$ cat src/core/rimsu_pkg.sv
// constants, register map and field layout of the interrupt mask/source unit
package rimsu_pkg;

   localparam int unsigned DATA_W = 32;
   localparam int unsigned ADDR_W = 12;
   localparam int unsigned FLAG_W = 8;
   localparam int unsigned IDX_W  = 10;

   typedef logic [FLAG_W-1:0] rimsu_flags_t;

   // register indices; byte address is four times the index
   localparam logic [IDX_W-1:0] IDX_LINK_ENABLE = 10'h100;
   localparam logic [IDX_W-1:0] IDX_HK_ENABLE   = 10'h101;
   localparam logic [IDX_W-1:0] IDX_LINK_FLAGS  = 10'h336;
   localparam logic [IDX_W-1:0] IDX_HK_FLAGS    = 10'h337;
   localparam logic [IDX_W-1:0] IDX_STATUS      = 10'h338;

   // link-level event bit positions
   localparam int unsigned LNK_WAKEUP_COUNT  = 7;
   localparam int unsigned LNK_SMART_WAKE    = 6;
   localparam int unsigned LNK_CIPHER_DONE   = 5;
   localparam int unsigned LNK_TX_DONE       = 4;
   localparam int unsigned LNK_ADDR_MATCH    = 3;
   localparam int unsigned LNK_CRC_OK        = 2;
   localparam int unsigned LNK_SYNC_FOUND    = 1;
   localparam int unsigned LNK_PREAMBLE_SEEN = 0;

   // housekeeping event bit positions
   localparam int unsigned HK_BATTERY_ALARM  = 7;
   localparam int unsigned HK_CMD_READY      = 6;
   localparam int unsigned HK_WAKE_TIMER_EXP = 4;
   localparam int unsigned HK_PORT_READY     = 1;
   localparam int unsigned HK_CMD_FINISHED   = 0;

   // implemented housekeeping bits; 5, 3 and 2 are reserved
   localparam rimsu_flags_t HK_IMPL_MASK   = 8'hd3;
   // link bits that exist only in packet mode
   localparam rimsu_flags_t LNK_PKT_ONLY   = 8'h1c;
   // link bit that exists only with the cipher module loaded
   localparam rimsu_flags_t LNK_CIPHER_BIT = 8'h20;

   localparam rimsu_flags_t FLAGS_RESET  = 8'h00;
   localparam rimsu_flags_t ENABLE_RESET = 8'h00;

   localparam int unsigned STATUS_IRQ_BIT = 0;

   function automatic logic [ADDR_W-1:0] reg_addr(input logic [IDX_W-1:0] idx);
      reg_addr = {idx, 2'b00};
   endfunction : reg_addr

endpackage : rimsu_pkg

$ cat src/core/rimsu_flag_bank.sv
// bank of sticky event flags, set by allowed events, cleared by writing ones
`timescale 1ns/1ps
module rimsu_flag_bank (
   input  wire logic                 pclk,
   input  wire logic                 presetn,
   input  wire rimsu_pkg::rimsu_flags_t ev,
   input  wire rimsu_pkg::rimsu_flags_t allow,
   input  wire rimsu_pkg::rimsu_flags_t clr,
   output rimsu_pkg::rimsu_flags_t   flags_q
);

   rimsu_pkg::rimsu_flags_t flags_d;

   // set wins over a clear in the same cycle
   always_comb begin
      flags_d = (flags_q & ~clr) | (ev & allow);
   end

   always_ff @(posedge pclk or negedge presetn) begin
      if (!presetn) begin
         flags_q <= rimsu_pkg::FLAGS_RESET;
      end else begin
         flags_q <= flags_d;
      end
   end

endmodule : rimsu_flag_bank

$ cat src/core/rimsu_top.sv
// interrupt mask/source unit with apb register access and interrupt pin
//
// Contract
// RULE1 - event raises interrupt only when enabled
// RULE2 - enabled interrupt drives pin and status bit
// RULE3 - host polls pin or status bit
// RULE4 - interrupt never stalls ongoing device activity
// RULE5 - link enable 0x100, housekeeping enable 0x101
// RULE6 - source flags at 0x336 and 0x337
// RULE7 - writing ones clears flags, any combination
// RULE8 - host clears flag after servicing
// RULE9 - pin low only when all flags clear; code drops pin once no enabled flag is set
// RULE10 - battery alarm cleared by 0x80 or 0xff
// RULE11 - link bit 7: wake-up count reached
// RULE12 - link bit 6: smart wake level exceeded
// RULE13 - link bit 5: cipher done, module loaded
// RULE14 - link bit 4: transmit finished
// RULE15 - link bit 3: address match
// RULE16 - link bit 2: crc correct
// RULE17 - link bit 1: sync word found
// RULE18 - link bit 0: preamble found
// RULE19 - housekeeping layout, bits 5,3,2 reserved
// RULE20 - same bit positions; some bits packet-only
// RULE21 - pin is or of flags and enables
`timescale 1ns/1ps
module rimsu_top (
   input  wire logic                        pclk,
   input  wire logic                        presetn,
   input  wire logic                        psel,
   input  wire logic                        penable,
   input  wire logic                        pwrite,
   input  wire logic [rimsu_pkg::ADDR_W-1:0] paddr,
   input  wire logic [rimsu_pkg::DATA_W-1:0] pwdata,
   input  wire logic [3:0]                  pstrb,
   output logic [rimsu_pkg::DATA_W-1:0]     prdata,
   output logic                             pready,
   output logic                             pslverr,
   input  wire rimsu_pkg::rimsu_flags_t     link_ev,
   input  wire rimsu_pkg::rimsu_flags_t     hk_ev,
   input  wire logic                        packet_mode,
   input  wire logic                        cipher_loaded,
   output logic                             irq_out_pin,
   output logic                             status_irq
);

   function automatic logic hit(input logic [rimsu_pkg::ADDR_W-1:0] a,
                                input logic [rimsu_pkg::IDX_W-1:0] idx);
      hit = (a == rimsu_pkg::reg_addr(idx));
   endfunction : hit

   function automatic logic pending(input rimsu_pkg::rimsu_flags_t f,
                                    input rimsu_pkg::rimsu_flags_t m);
      pending = |(f & m);
   endfunction : pending

   rimsu_pkg::rimsu_flags_t        link_mask_q;
   rimsu_pkg::rimsu_flags_t        link_mask_d;
   rimsu_pkg::rimsu_flags_t        hk_mask_q;
   rimsu_pkg::rimsu_flags_t        hk_mask_d;
   rimsu_pkg::rimsu_flags_t        link_flags_q;
   rimsu_pkg::rimsu_flags_t        hk_flags_q;
   rimsu_pkg::rimsu_flags_t        link_avail;
   rimsu_pkg::rimsu_flags_t        link_allow;
   rimsu_pkg::rimsu_flags_t        hk_allow;
   rimsu_pkg::rimsu_flags_t        link_clr;
   rimsu_pkg::rimsu_flags_t        hk_clr;
   logic [rimsu_pkg::DATA_W-1:0]   prdata_q;
   logic [rimsu_pkg::DATA_W-1:0]   prdata_d;
   logic                           pready_q;
   logic                           pready_d;
   logic                           pslverr_q;
   logic                           pslverr_d;
   logic                           irq_q;
   logic                           irq_d;
   logic                           status_q;
   logic                           status_d;
   logic                           setup;
   logic                           wr_en;
   logic                           mapped;
   rimsu_pkg::rimsu_flags_t        wbyte;

   assign setup = psel & ~penable;
   // writes take effect at the access edge where pready is high
   assign wr_en = psel & penable & pwrite & pready_q & ~pslverr_q & pstrb[0];
   assign wbyte = pwdata[rimsu_pkg::FLAG_W-1:0];

   always_comb begin
      mapped = hit(paddr, rimsu_pkg::IDX_LINK_ENABLE) | hit(paddr, rimsu_pkg::IDX_HK_ENABLE) |
               hit(paddr, rimsu_pkg::IDX_LINK_FLAGS) | hit(paddr, rimsu_pkg::IDX_HK_FLAGS) |
               hit(paddr, rimsu_pkg::IDX_STATUS);
   end

   // apb answer: one access cycle, data and error captured in setup
   always_comb begin
      pready_d  = setup;
      pslverr_d = 1'b0;
      prdata_d  = prdata_q;
      if (setup) begin
         pslverr_d = ~mapped;
         prdata_d  = '0;
         if (!pwrite) begin
            // RULE5 enable readback
            if (hit(paddr, rimsu_pkg::IDX_LINK_ENABLE)) begin
               prdata_d[rimsu_pkg::FLAG_W-1:0] = link_mask_q;
            end
            if (hit(paddr, rimsu_pkg::IDX_HK_ENABLE)) begin
               prdata_d[rimsu_pkg::FLAG_W-1:0] = hk_mask_q;
            end
            // RULE6 pending causes readback
            if (hit(paddr, rimsu_pkg::IDX_LINK_FLAGS)) begin
               prdata_d[rimsu_pkg::FLAG_W-1:0] = link_flags_q;
            end
            if (hit(paddr, rimsu_pkg::IDX_HK_FLAGS)) begin
               prdata_d[rimsu_pkg::FLAG_W-1:0] = hk_flags_q;
            end
            if (hit(paddr, rimsu_pkg::IDX_STATUS)) begin
               prdata_d[rimsu_pkg::STATUS_IRQ_BIT] = status_q;
            end
         end
      end
   end

   always_ff @(posedge pclk or negedge presetn) begin
      if (!presetn) begin
         pready_q  <= 1'b0;
         pslverr_q <= 1'b0;
         prdata_q  <= '0;
      end else begin
         pready_q  <= pready_d;
         pslverr_q <= pslverr_d;
         prdata_q  <= prdata_d;
      end
   end

   // RULE5 enable registers, ones enable
   always_comb begin
      link_mask_d = link_mask_q;
      hk_mask_d   = hk_mask_q;
      if (wr_en && hit(paddr, rimsu_pkg::IDX_LINK_ENABLE)) begin
         link_mask_d = wbyte;
      end
      // RULE19 reserved bits stay zero
      if (wr_en && hit(paddr, rimsu_pkg::IDX_HK_ENABLE)) begin
         hk_mask_d = wbyte & rimsu_pkg::HK_IMPL_MASK;
      end
   end

   always_ff @(posedge pclk or negedge presetn) begin
      if (!presetn) begin
         link_mask_q <= rimsu_pkg::ENABLE_RESET;
         hk_mask_q   <= rimsu_pkg::ENABLE_RESET;
      end else begin
         link_mask_q <= link_mask_d;
         hk_mask_q   <= hk_mask_d;
      end
   end

   // RULE20 packet-only and cipher-only sources
   always_comb begin
      link_avail = ~(rimsu_pkg::LNK_PKT_ONLY | rimsu_pkg::LNK_CIPHER_BIT);
      if (packet_mode) begin
         link_avail = link_avail | rimsu_pkg::LNK_PKT_ONLY;
      end
      // RULE13 cipher completion needs module
      if (cipher_loaded) begin
         link_avail = link_avail | rimsu_pkg::LNK_CIPHER_BIT;
      end
   end

   // RULE1 only enabled sources latch
   always_comb begin
      link_allow = link_mask_q & link_avail;
      hk_allow   = hk_mask_q & rimsu_pkg::HK_IMPL_MASK;
   end

   // RULE7 write ones to clear
   always_comb begin
      link_clr = '0;
      hk_clr   = '0;
      if (wr_en && hit(paddr, rimsu_pkg::IDX_LINK_FLAGS)) begin
         link_clr = wbyte;
      end
      if (wr_en && hit(paddr, rimsu_pkg::IDX_HK_FLAGS)) begin
         hk_clr = wbyte;
      end
   end

   // RULE11 RULE12 RULE14 RULE15 RULE16 RULE17 RULE18 link sources by position
   rimsu_flag_bank u_link_flags (
      .pclk    (pclk),
      .presetn (presetn),
      .ev      (link_ev),
      .allow   (link_allow),
      .clr     (link_clr),
      .flags_q (link_flags_q)
   );

   // RULE19 housekeeping sources by position
   rimsu_flag_bank u_hk_flags (
      .pclk    (pclk),
      .presetn (presetn),
      .ev      (hk_ev),
      .allow   (hk_allow),
      .clr     (hk_clr),
      .flags_q (hk_flags_q)
   );

   // RULE9 low once flags clear
   // RULE21 pin from flags and enables
   // RULE4 no path back to event sources
   always_comb begin
      irq_d    = pending(link_flags_q, link_mask_q) | pending(hk_flags_q, hk_mask_q);
      status_d = irq_d;
   end

   // RULE2 pin and status bit together
   always_ff @(posedge pclk or negedge presetn) begin
      if (!presetn) begin
         irq_q    <= 1'b0;
         status_q <= 1'b0;
      end else begin
         irq_q    <= irq_d;
         status_q <= status_d;
      end
   end

   assign prdata      = prdata_q;
   assign pready      = pready_q;
   assign pslverr     = pslverr_q;
   assign irq_out_pin = irq_q;
   assign status_irq  = status_q;
endmodule : rimsu_top

$ cat config.mk
export PLATFORM = sky130hd
export DESIGN_NAME = rimsu_top
export DESIGN_NICKNAME = d
export VERILOG_FILES = /design/src/core/rimsu_pkg.sv /design/src/core/rimsu_flag_bank.sv /design/src/core/rimsu_top.sv
export SDC_FILE = /design/constraint.sdc
export NUM_CORES = 1
export LEC_CHECK = 0
export ABC_AREA = 1
export BUFFER_PORTS_ARGS = -buffer_cell sky130_fd_sc_hd__buf_2
export CAP_MARGIN = 25
export CORE_ASPECT_RATIO = 1.4
export CORE_MARGIN = 10
export CORE_UTILIZATION = 47
export DETAILED_ROUTE_END_ITERATION = 10
export PLACE_DENSITY = 0.8
export SYNTH_ARGS = -nofsm -noshare
export SYNTH_HDL_FRONTEND = slang
export SYNTH_SLANG_ARGS = --single-unit
$ cat constraint.sdc
create_clock -name pclk -period 1.4 [get_ports pclk]
set_input_delay 0.28 -clock pclk [delete_from_list [all_inputs] [get_ports pclk]]
set_output_delay 0.28 -clock pclk [all_outputs]
set_load 0.1 [all_outputs]
# Yosys cells after proc, flatten, opt, wreduce, memory -nomap -nowiden
# Cells that the tools add are included.
# classes
n_mux	11
mul	0
shift	0
eq_ne	5
n_lt_le_gt_ge	0
n_bitwise	25
div_mod_pow	0
reduce_logical	6
add_sub_neg	0
# ops
op	count
AND 8 bit	7
two-way mux 8 bit	7
== test 12 bit (second input constant)	3
== test 12 x 11 -> 1 bit (second input constant)	2
NOT 8 bit	2
OR 8 bit	2
OR reduction 8 bit	2
AND 1 bit	6
two-way mux 6 bit	1
two-way mux 5 bit	1
OR 1 bit	5
logical AND 1 bit	4
NOT 1 bit	3
two-way mux 1 bit	2
# totals
reg_bits	40
latchBits	0
n_memories	0
out_inout_bits	36
romBits	0
mem_bits_rw	0

# Longest topological paths before layout
# Gate-level depths: netlist (run 1).
# logic_depth
ltp_word	10
ltp_mapped	11
depth_no_buf	10

# Modules after synthesis
# A second synthesis (run 1) with hierarchy kept.
# hier_totals
hier_cells	350
area_unflattened_um2	2452.4
# modules_own_cells
module	instances	area_per_inst_um2	cells_each
rimsu_top	1	1811.7	270
rimsu_flag_bank	2	320.3	40

# Worst setup path before layout (run 1)
# No wires, ideal clock.
# synth_path
kind	register to register
startpoint	reg pready_q (netlist: pready)
endpoint	reg link_mask_q[7]
n_path_buf	1
period_less_slack_ps	1928
t_required_ps	1282
arrival_time_ps	1810
path_stages_with_launch	7
setup_slack_ps	-528
path_cell_list	dfrtp_1 -> nand2_1 -> nor4_4 -> nand2_2 -> buf_6 -> nand2_1 -> o21ai_2
# synth_via
elab_chain_cells	4
# synth_rtl
item	line	rtl
start: declaration	rimsu_top.sv:69	logic pready_q;
start signal: assignment	rimsu_top.sv:129	pready_q <= pready_d;
AND 1 bit (3 in a row)	rimsu_top.sv:84	assign wr_en = psel & penable & pwrite & pready_q & ~pslverr_q & pstrb[0];
logical AND 1 bit	rimsu_top.sv:139	if (wr_en && hit(paddr, rimsu_pkg::IDX_LINK_ENABLE)) begin
end signal: assignment	rimsu_top.sv:150	link_mask_q <= rimsu_pkg::ENABLE_RESET;
end signal: assignment	rimsu_top.sv:153	link_mask_q <= link_mask_d;
end: declaration	rimsu_top.sv:56	rimsu_pkg::rimsu_flags_t link_mask_q;
# No other way between the ends.
# A chain may end at the register's enable or synchronous reset.

# Worst setup path in the final report (run 1)
# layout_path
startpoint	reg pslverr_q (netlist: pslverr)
endpoint	reg u_link_flags.flags_q[0]
# layout_via
elab_chain_cells	8
# layout_rtl
item	line	rtl
start: declaration	rimsu_top.sv:71	logic pslverr_q;
start signal: assignment	rimsu_top.sv:130	pslverr_q <= pslverr_d;
NOT 1 bit	rimsu_top.sv:84	
AND 1 bit (2 in a row)	rimsu_top.sv:84	
logical AND 1 bit	rimsu_top.sv:180	if (wr_en && hit(paddr, rimsu_pkg::IDX_LINK_FLAGS)) begin
two-way mux 8 bit	rimsu_top.sv:180	
NOT 8 bit	rimsu_flag_bank.sv:16	flags_d = (flags_q & ~clr) | (ev & allow);
AND 8 bit	rimsu_flag_bank.sv:16	
OR 8 bit	rimsu_flag_bank.sv:16	
named net u_link_flags.flags_d[0]	rimsu_flag_bank.sv:12	rimsu_pkg::rimsu_flags_t flags_d;
end signal: assignment	rimsu_flag_bank.sv:21	flags_q <= rimsu_pkg::FLAGS_RESET;
end signal: assignment	rimsu_flag_bank.sv:23	flags_q <= flags_d;
end: declaration	rimsu_flag_bank.sv:9	output rimsu_pkg::rimsu_flags_t flags_q
# The timed path passes the listed nets, and every way through them passes these cells.

==> results of run 1 <==
## worst max-delay path by stage
stage          slack (ns)                       to  startpoint  depth (start not counted)
6_report            -0.11  u_link_flags.flags_q[0]     pslverr                          6
5_1_grt             -0.18  u_link_flags.flags_q[2]     pslverr                          6
4_1_cts             -0.09  u_link_flags.flags_q[5]     pslverr                          6
3_5_place_dp        -0.19                prdata[4]    paddr[5]                         10
3_3_place_gp        -0.14                prdata[6]    paddr[5]                         10
2_1_floorplan       -0.15           link_mask_q[7]     pslverr                          5
## per-stage QoR
stage / total power, mW / hold slack (ns) / TNS, ns / cell area, um^2 / instances
after global placement: 1.688 / 0.2324 / -1.726 / 2861 / 442
after floorplan: 1.601 / -0.01559 / -2.594 / 2436 / 329
after detailed placement: 1.694 / 0.2373 / -3.028 / 2861 / 442
after global routing: 2.796 / 0.1922 / -4.132 / 3169 / 455
after CTS: 2.709 / 0.1863 / -1.578 / 3098 / 455
final: 2.706 / 0.1876 / -2.140 / 3169 / 455
## tightest hold or removal path: cells and delay by family
family	cells	cell delay, ns
AND/OR/NAND/NOR	2	0.09
buffers and inverters	1	0.07
## cells by family after synthesis
| group | Yosys count | synth area share, % |
|---|---|---|
| AND/OR/NAND/NOR | 172 | 33.46 |
| flip-flops | 40 | 42.76 |
| AO/OA/AOI/OAI | 37 | 9.995 |
| other | 1 | 0.1602 |
| buffers and inverters | 56 | 13.63 |
## per-layer routing
layer  share of wire (%)  GRT usage [%]  vias to the layer above
met4                 2.5          7.069                        0
met2                  53          27.77                       99
met1                  36          15.60                     1008
met3                 8.3          3.893                       15
li1                    -              -                     1103
met5                   0              0                        -
## registers in the layout, indices dropped and copies added (netlist names)
| register | flops |
|---|---|
| u_link_flags.flags_q | 8 |
| pready | 1 |
| hk_mask_q | 5 |
| prdata | 8 |
| link_mask_q | 8 |
| status_irq | 1 |
| pslverr | 1 |
| u_hk_flags.flags_q | 8 |
## layout make-up
cell class | instances | area, um^2 | share of cell area (%)
Timing Repair Buffer | 80 | 620.6 | 19.58
Sequential cell | 40 | 1010 | 31.86
Clock inverter | 1 | 30.03 | 0.9475
Tap cell | 64 | 80.08 | 2.527
Inverter | 29 | 108.9 | 3.435
Multi-Input combinational cell | 234 | 1224 | 38.61
Clock buffer | 7 | 96.34 | 3.040
## cell usage after synthesis, drive strengths merged
cell type / count / area [um^2]
nor4: 2 / 27.53
a22o: 2 / 17.52
nor2: 29 / 136.4
a221oi: 3 / 26.28
nand2: 105 / 401.6
a21oi: 2 / 10.01
and3: 1 / 6.260
nand4: 1 / 6.260
o21ai: 30 / 180.2
dfrtp: 40 / 1001
buf: 27 / 210.2
conb: 1 / 3.750
nor3b: 1 / 7.510
inv: 29 / 108.9
nor3: 1 / 5.000
or2: 4 / 25.02
nand3: 28 / 167.7
## power by group
group,switching (mW),internal [mW]
clock network,0.392,0.629
registers,0.00327,1.16
logic,0.425,0.0975
## what timing repair did
action	in CTS	in global routing
hold buffers	1	0
pin swaps	0	4
endpoints found under the setup margin	29	34
buffers inserted	2	0
gates resized for setup	26	19
cloned	2	0
endpoints found under the hold margin	16	0
==> flow_summary.toml, run 1 <==
[outcome]
status = "finished, violations left"
failed_checks = "setup timing"

[setup_path]
crit_chain = "nor4_4 > buf_4 > buf_6 > nand2_8 > o21ai_2 > nand2_1"
cp-start-kind = "flip-flop"
critPathCaptureType = "flip-flop"
crit_family = "flip-flops"
path_class = "flip-flop to flip-flop"
rr_worst_depth = 6
cp_num_buf_inv = 2
cp.required_ns = 1.57
path_max_fanout = 8
reg2reg_to = "u_link_flags.flags_q[0]"
crit-reg2reg-launch = "pslverr"
slowest_stage = "dfrtp_4"
r2r_slack_ns = -0.11
cp.arrival_ns = 1.69
slowest_delay_ns = 0.50

[cts]
clkSlewWorstSetupHoldPaths_ns = 0.08
cts_buffers = 5
cts.sinks = 40
clk_latency_ns = 0.29
cts.htree.levels = 2
cts-root-buf = "clkbuf_8"
cts_tree = "yes"
cts_max_path_buffers = 2

[grt]
track_usage_pct = 15.35
antenna_found_initial = 0
grt_pass1_wl_um = 10540
overflow = 0
grt_pass1_vias = 2352
grt_start_max_net_pins = 25

[floorplanning]
rows = 30
io_pins = 107
core_area_um2 = 4842
die_h_um = 103.5
start_util_pct = 48.35
die-area_um2 = 8244
fp.dieW_um = 79.65

[finish]
fillerInstances = 403
drive_gt1_share_pct = 35.55
utilization_pct = 65.45
area_growth_pct = 35.38
fin_nets = 461
layout_commonest_cell = "nand2_1"
antenna_cells = 0
final_cell_mix = "98 x nand2_1, 44 x buf_2, 37 x dfrtp_1"

[sta]
hold_viol = 0
fin_ws_ns = -0.1146
fin_skew_ns = 0.003598
rsz0062_at_grt = "true"
min_period_ns = 1.515
fin_crit_sh_pct = 108.2
slew_viol_final = 0
max_freq_mhz = 660.2
setup_violations = 28

[logic_synthesis]
synth.distinct_cells = 28
synth_area_per_cell_um2 = 7.650
yosys_warnings = 0
syn_inst = 306
syn_area_um2 = 2341
synth_seq_area_share_pct = 42.76
synth-seq-cells = 40

[drt]
ant_nets = 0
drt-total-wl_um = 6322
wire_per_inst_um = 13.89
via_count = 2225
viasPerCell = 4.890
drc = 0
first_pass_iters = 4
drt_iter0_drc = 164

[min_path]
hold_end = "u_hk_flags.flags_q[1]"
hold_depth = 3
hp-class = "input port to flip-flop"
hp-start = "hk_ev[1]"

[pwr]
p_leak_nw = 1.740
power_density_nw_per_um2 = 853.8
vdd_drop_max_uv = 653.5

[place]
pre_cts_ws_ns = -0.1854
place_hpwl_um = 4802
gp_congestion = 0.8760
numPortBuffers = 52

[run]
max_cap_violations = 0
(Power assumes the default switching activity.)
==> inputs of run 2 (changes only) <==
Settings changed: ABC_AREA 1 to unset, CORE_UTILIZATION 47 to 45, HOLD_SLACK_MARGIN set to 0.06, PLACE_DENSITY 0.8 to 0.79.
==> run 2 against run 1 <==
The flow still finishes with violations (setup timing); die area is 4.6% lower; global-route usage increased by 0.61 points; synthesized cell count fell by 36%; sequential power barely moved; non-clock buffer count increased by 5; routed wire length rose by 1.1%.
==> flow_summary.toml, run 2 <==
[cts]
cts_max_path_buffers = 2
cts_buffers = 5
clk_latency_ns = 0.29
clkSlewWorstSetupHoldPaths_ns = 0.07
cts-root-buf = "clkbuf_8"
cts.htree.levels = 2
cts_tree = "yes"
cts.sinks = 40

[drt]
drt_iter0_drc = 122
wire_per_inst_um = 18.58
via_count = 1895
routed-wl-met2_um = 3358
top_layer = "met4"
drt-total-wl_um = 6390
ant_nets = 0
wl_met3_um = 612
wl_met1_um = 2272
first_pass_iters = 4
viasPerCell = 5.509
drc = 0

[sta]
hold_viol = 0
fin_skew_ns = 0.006717
setup_violations = 34
tns_ns = -7.886
max_freq_mhz = 573.6
rsz0062_at_grt = "true"
min_period_ns = 1.743
fin_ws_ns = -0.3434
fin_crit_sh_pct = 124.5
slew_viol_final = 0

[setup_path]
cp.required_ns = 1.58
critPathCaptureType = "flip-flop"
path_max_fanout = 5
path_class = "flip-flop to flip-flop"
cp-start-kind = "flip-flop"
cp.arrival_ns = 1.92

[logic_synthesis]
synth_seq_area_share_pct = 47.45
synth_top_cells_by_count = "40 x dfrtp_1, 26 x buf_4, 22 x nand2_1, 14 x nor2_1, 11 x a22o_1"
syn_inst = 196
ys.flop_type = "dfrtp_1"
syn_area_um2 = 2110
synth-seq-cells = 40
yosysTopAreaCell = "dfrtp_1"
synth_top_area_share_pct = 47.45
yosysMostFrequentCell = "dfrtp_1"
yosys_warnings = 0
synth.area.top_cells = "dfrtp_1 47%, buf_4 9.3%, a22o_1 4.6%"
synth.distinct_cells = 44
synth_edf_count = 0
synthArstFlopShare_pct = 100.0
synth_area_per_cell_um2 = 10.76

[place]
place_hpwl_um = 4786
place_inst = 332
gp_congestion = 0.8847
numPortBuffers = 52
pre_cts_ws_ns = -0.4655

[finish]
finalNonFillerCells = 344
fillerInstances = 366
antenna_cells = 0
fin_nets = 352
layout_commonest_cell = "buf_2"
area_growth_pct = 37.43
drive_gt1_share_pct = 45.74
final_cell_mix = "42 x buf_2, 37 x dfrtp_1, 27 x buf_4"

[pwr]
power_density_nw_per_um2 = 836.7
vdd_drop_max_uv = 547.6
power_mw = 2.426
p_leak_nw = 1.418

[floorplanning]
rows = 29
die_h_um = 101.0
start_util_pct = 46.51
core_area_um2 = 4536
fp.dieW_um = 77.87
die-area_um2 = 7865
io_pins = 107

[grt]
grt_pass1_wl_um = 10120
track_usage_pct = 15.97
grt_pass1_vias = 2053
antenna_found_initial = 0
overflow = 0
grt_start_max_net_pins = 20

[min_path]
hp-class = "input port to flip-flop"

[outcome]
status = "finished, violations left"
failed_checks = "setup timing"

[run]
max_cap_violations = 0
-- run 2: cell types whose count changed in the layout (fill, tap and decap cells not counted), moves of 6 or more --
cell	delta
nor2_1	-7
a22o_1	+9
o21ai_1	-6
o21ai_2	-22
nand3_1	-22
nand2_1	-78
mux2_2	+7
inv_1	-24
mux2_4	+6
-- run 2: through the flow --
step / cell area [um^2] / hold slack, ns / utilization (%)
3_3_place_gp: 2683 / 0.2424 / 59.14
4_1_cts: 2809 / 0.1989 / 61.93
2_1_floorplan: 2248 / -0.01559 / -
5_1_grt: 2899 / 0.2081 / 63.92
3_5_place_dp: 2683 / 0.2482 / 59.14
6_report: 2899 / 0.2007 / 63.92
-- run 2: final cells by class --
class | count | area (um^2) | area share, %
clock buffer | 7 | 76.32 | 2.633
tap | 62 | 77.57 | 2.676
clock inverter | 1 | 5.005 | 0.1726
multi-input combinational | 147 | 1086 | 37.46
inverter | 2 | 7.507 | 0.2590
sequential | 40 | 1010 | 34.83
timing repair buffer | 85 | 636.9 | 21.97
-- run 2: metal layers --
layer,vias to the layer above,GRT usage (%)
met2,109,27.06
li1,848,-
met5,-,0
met3,19,6.071
met1,919,16.48
met4,0,9.155
-- run 2: power breakdown --
part           internal, mW  leakage [nW]  total (mW)  switching [mW]
registers              1.16         0.552        1.16         0.00230
logic                 0.114         0.823       0.538           0.423
clock network         0.349        0.0422       0.725           0.376
-- run 2: path summary, 6_finish.rpt --
check                      startpoint                       to  slack (ns)  cells past startpoint
setup reg to reg              pslverr             hk_mask_q[0]       -0.34                      5
hold reg to reg             prdata[2]                prdata[2]        0.49                      2
max in group asynchronous     presetn  u_link_flags.flags_q[5]        0.43                      3
min in group asynchronous     presetn                prdata[6]        0.47                      2
hold / removal              pwdata[2]    u_hk_flags.flags_q[2]        0.20                      2
setup / recovery              pslverr             hk_mask_q[0]       -0.34                      5
-- run 2: cell families (layout without fill, tap and decap cells) --
kind of cell | count (synthesis) | in the layout | share of synthesized area [%]
AOI/OAI and AO/OA | 49 | 49 | 18.21
buffers and inverters | 32 | 95 | 10.79
DFF | 40 | 40 | 47.45
muxes | 15 | 15 | 8.066
other | 1 | 24 | 0.1778
and+or+nand+nor | 59 | 59 | 15.30
-- run 2: repair_timing --
item                       in CTS  in global routing
setup endpoints to repair      33                 40
cloned                          1                  0
hold endpoints to repair       16                  0
resized for setup               9                 17
pin swaps                       3                 10
buffers inserted                1                  2
hold buffers                    1                  0
-- run 2: critical path: stages (launching register included) --
cell and delay (ns):
dfrtp_4 0.47, and4b_1 0.27, nand3_2 0.08, and2b_1 0.23, and3_4 0.27, mux2_4 0.31
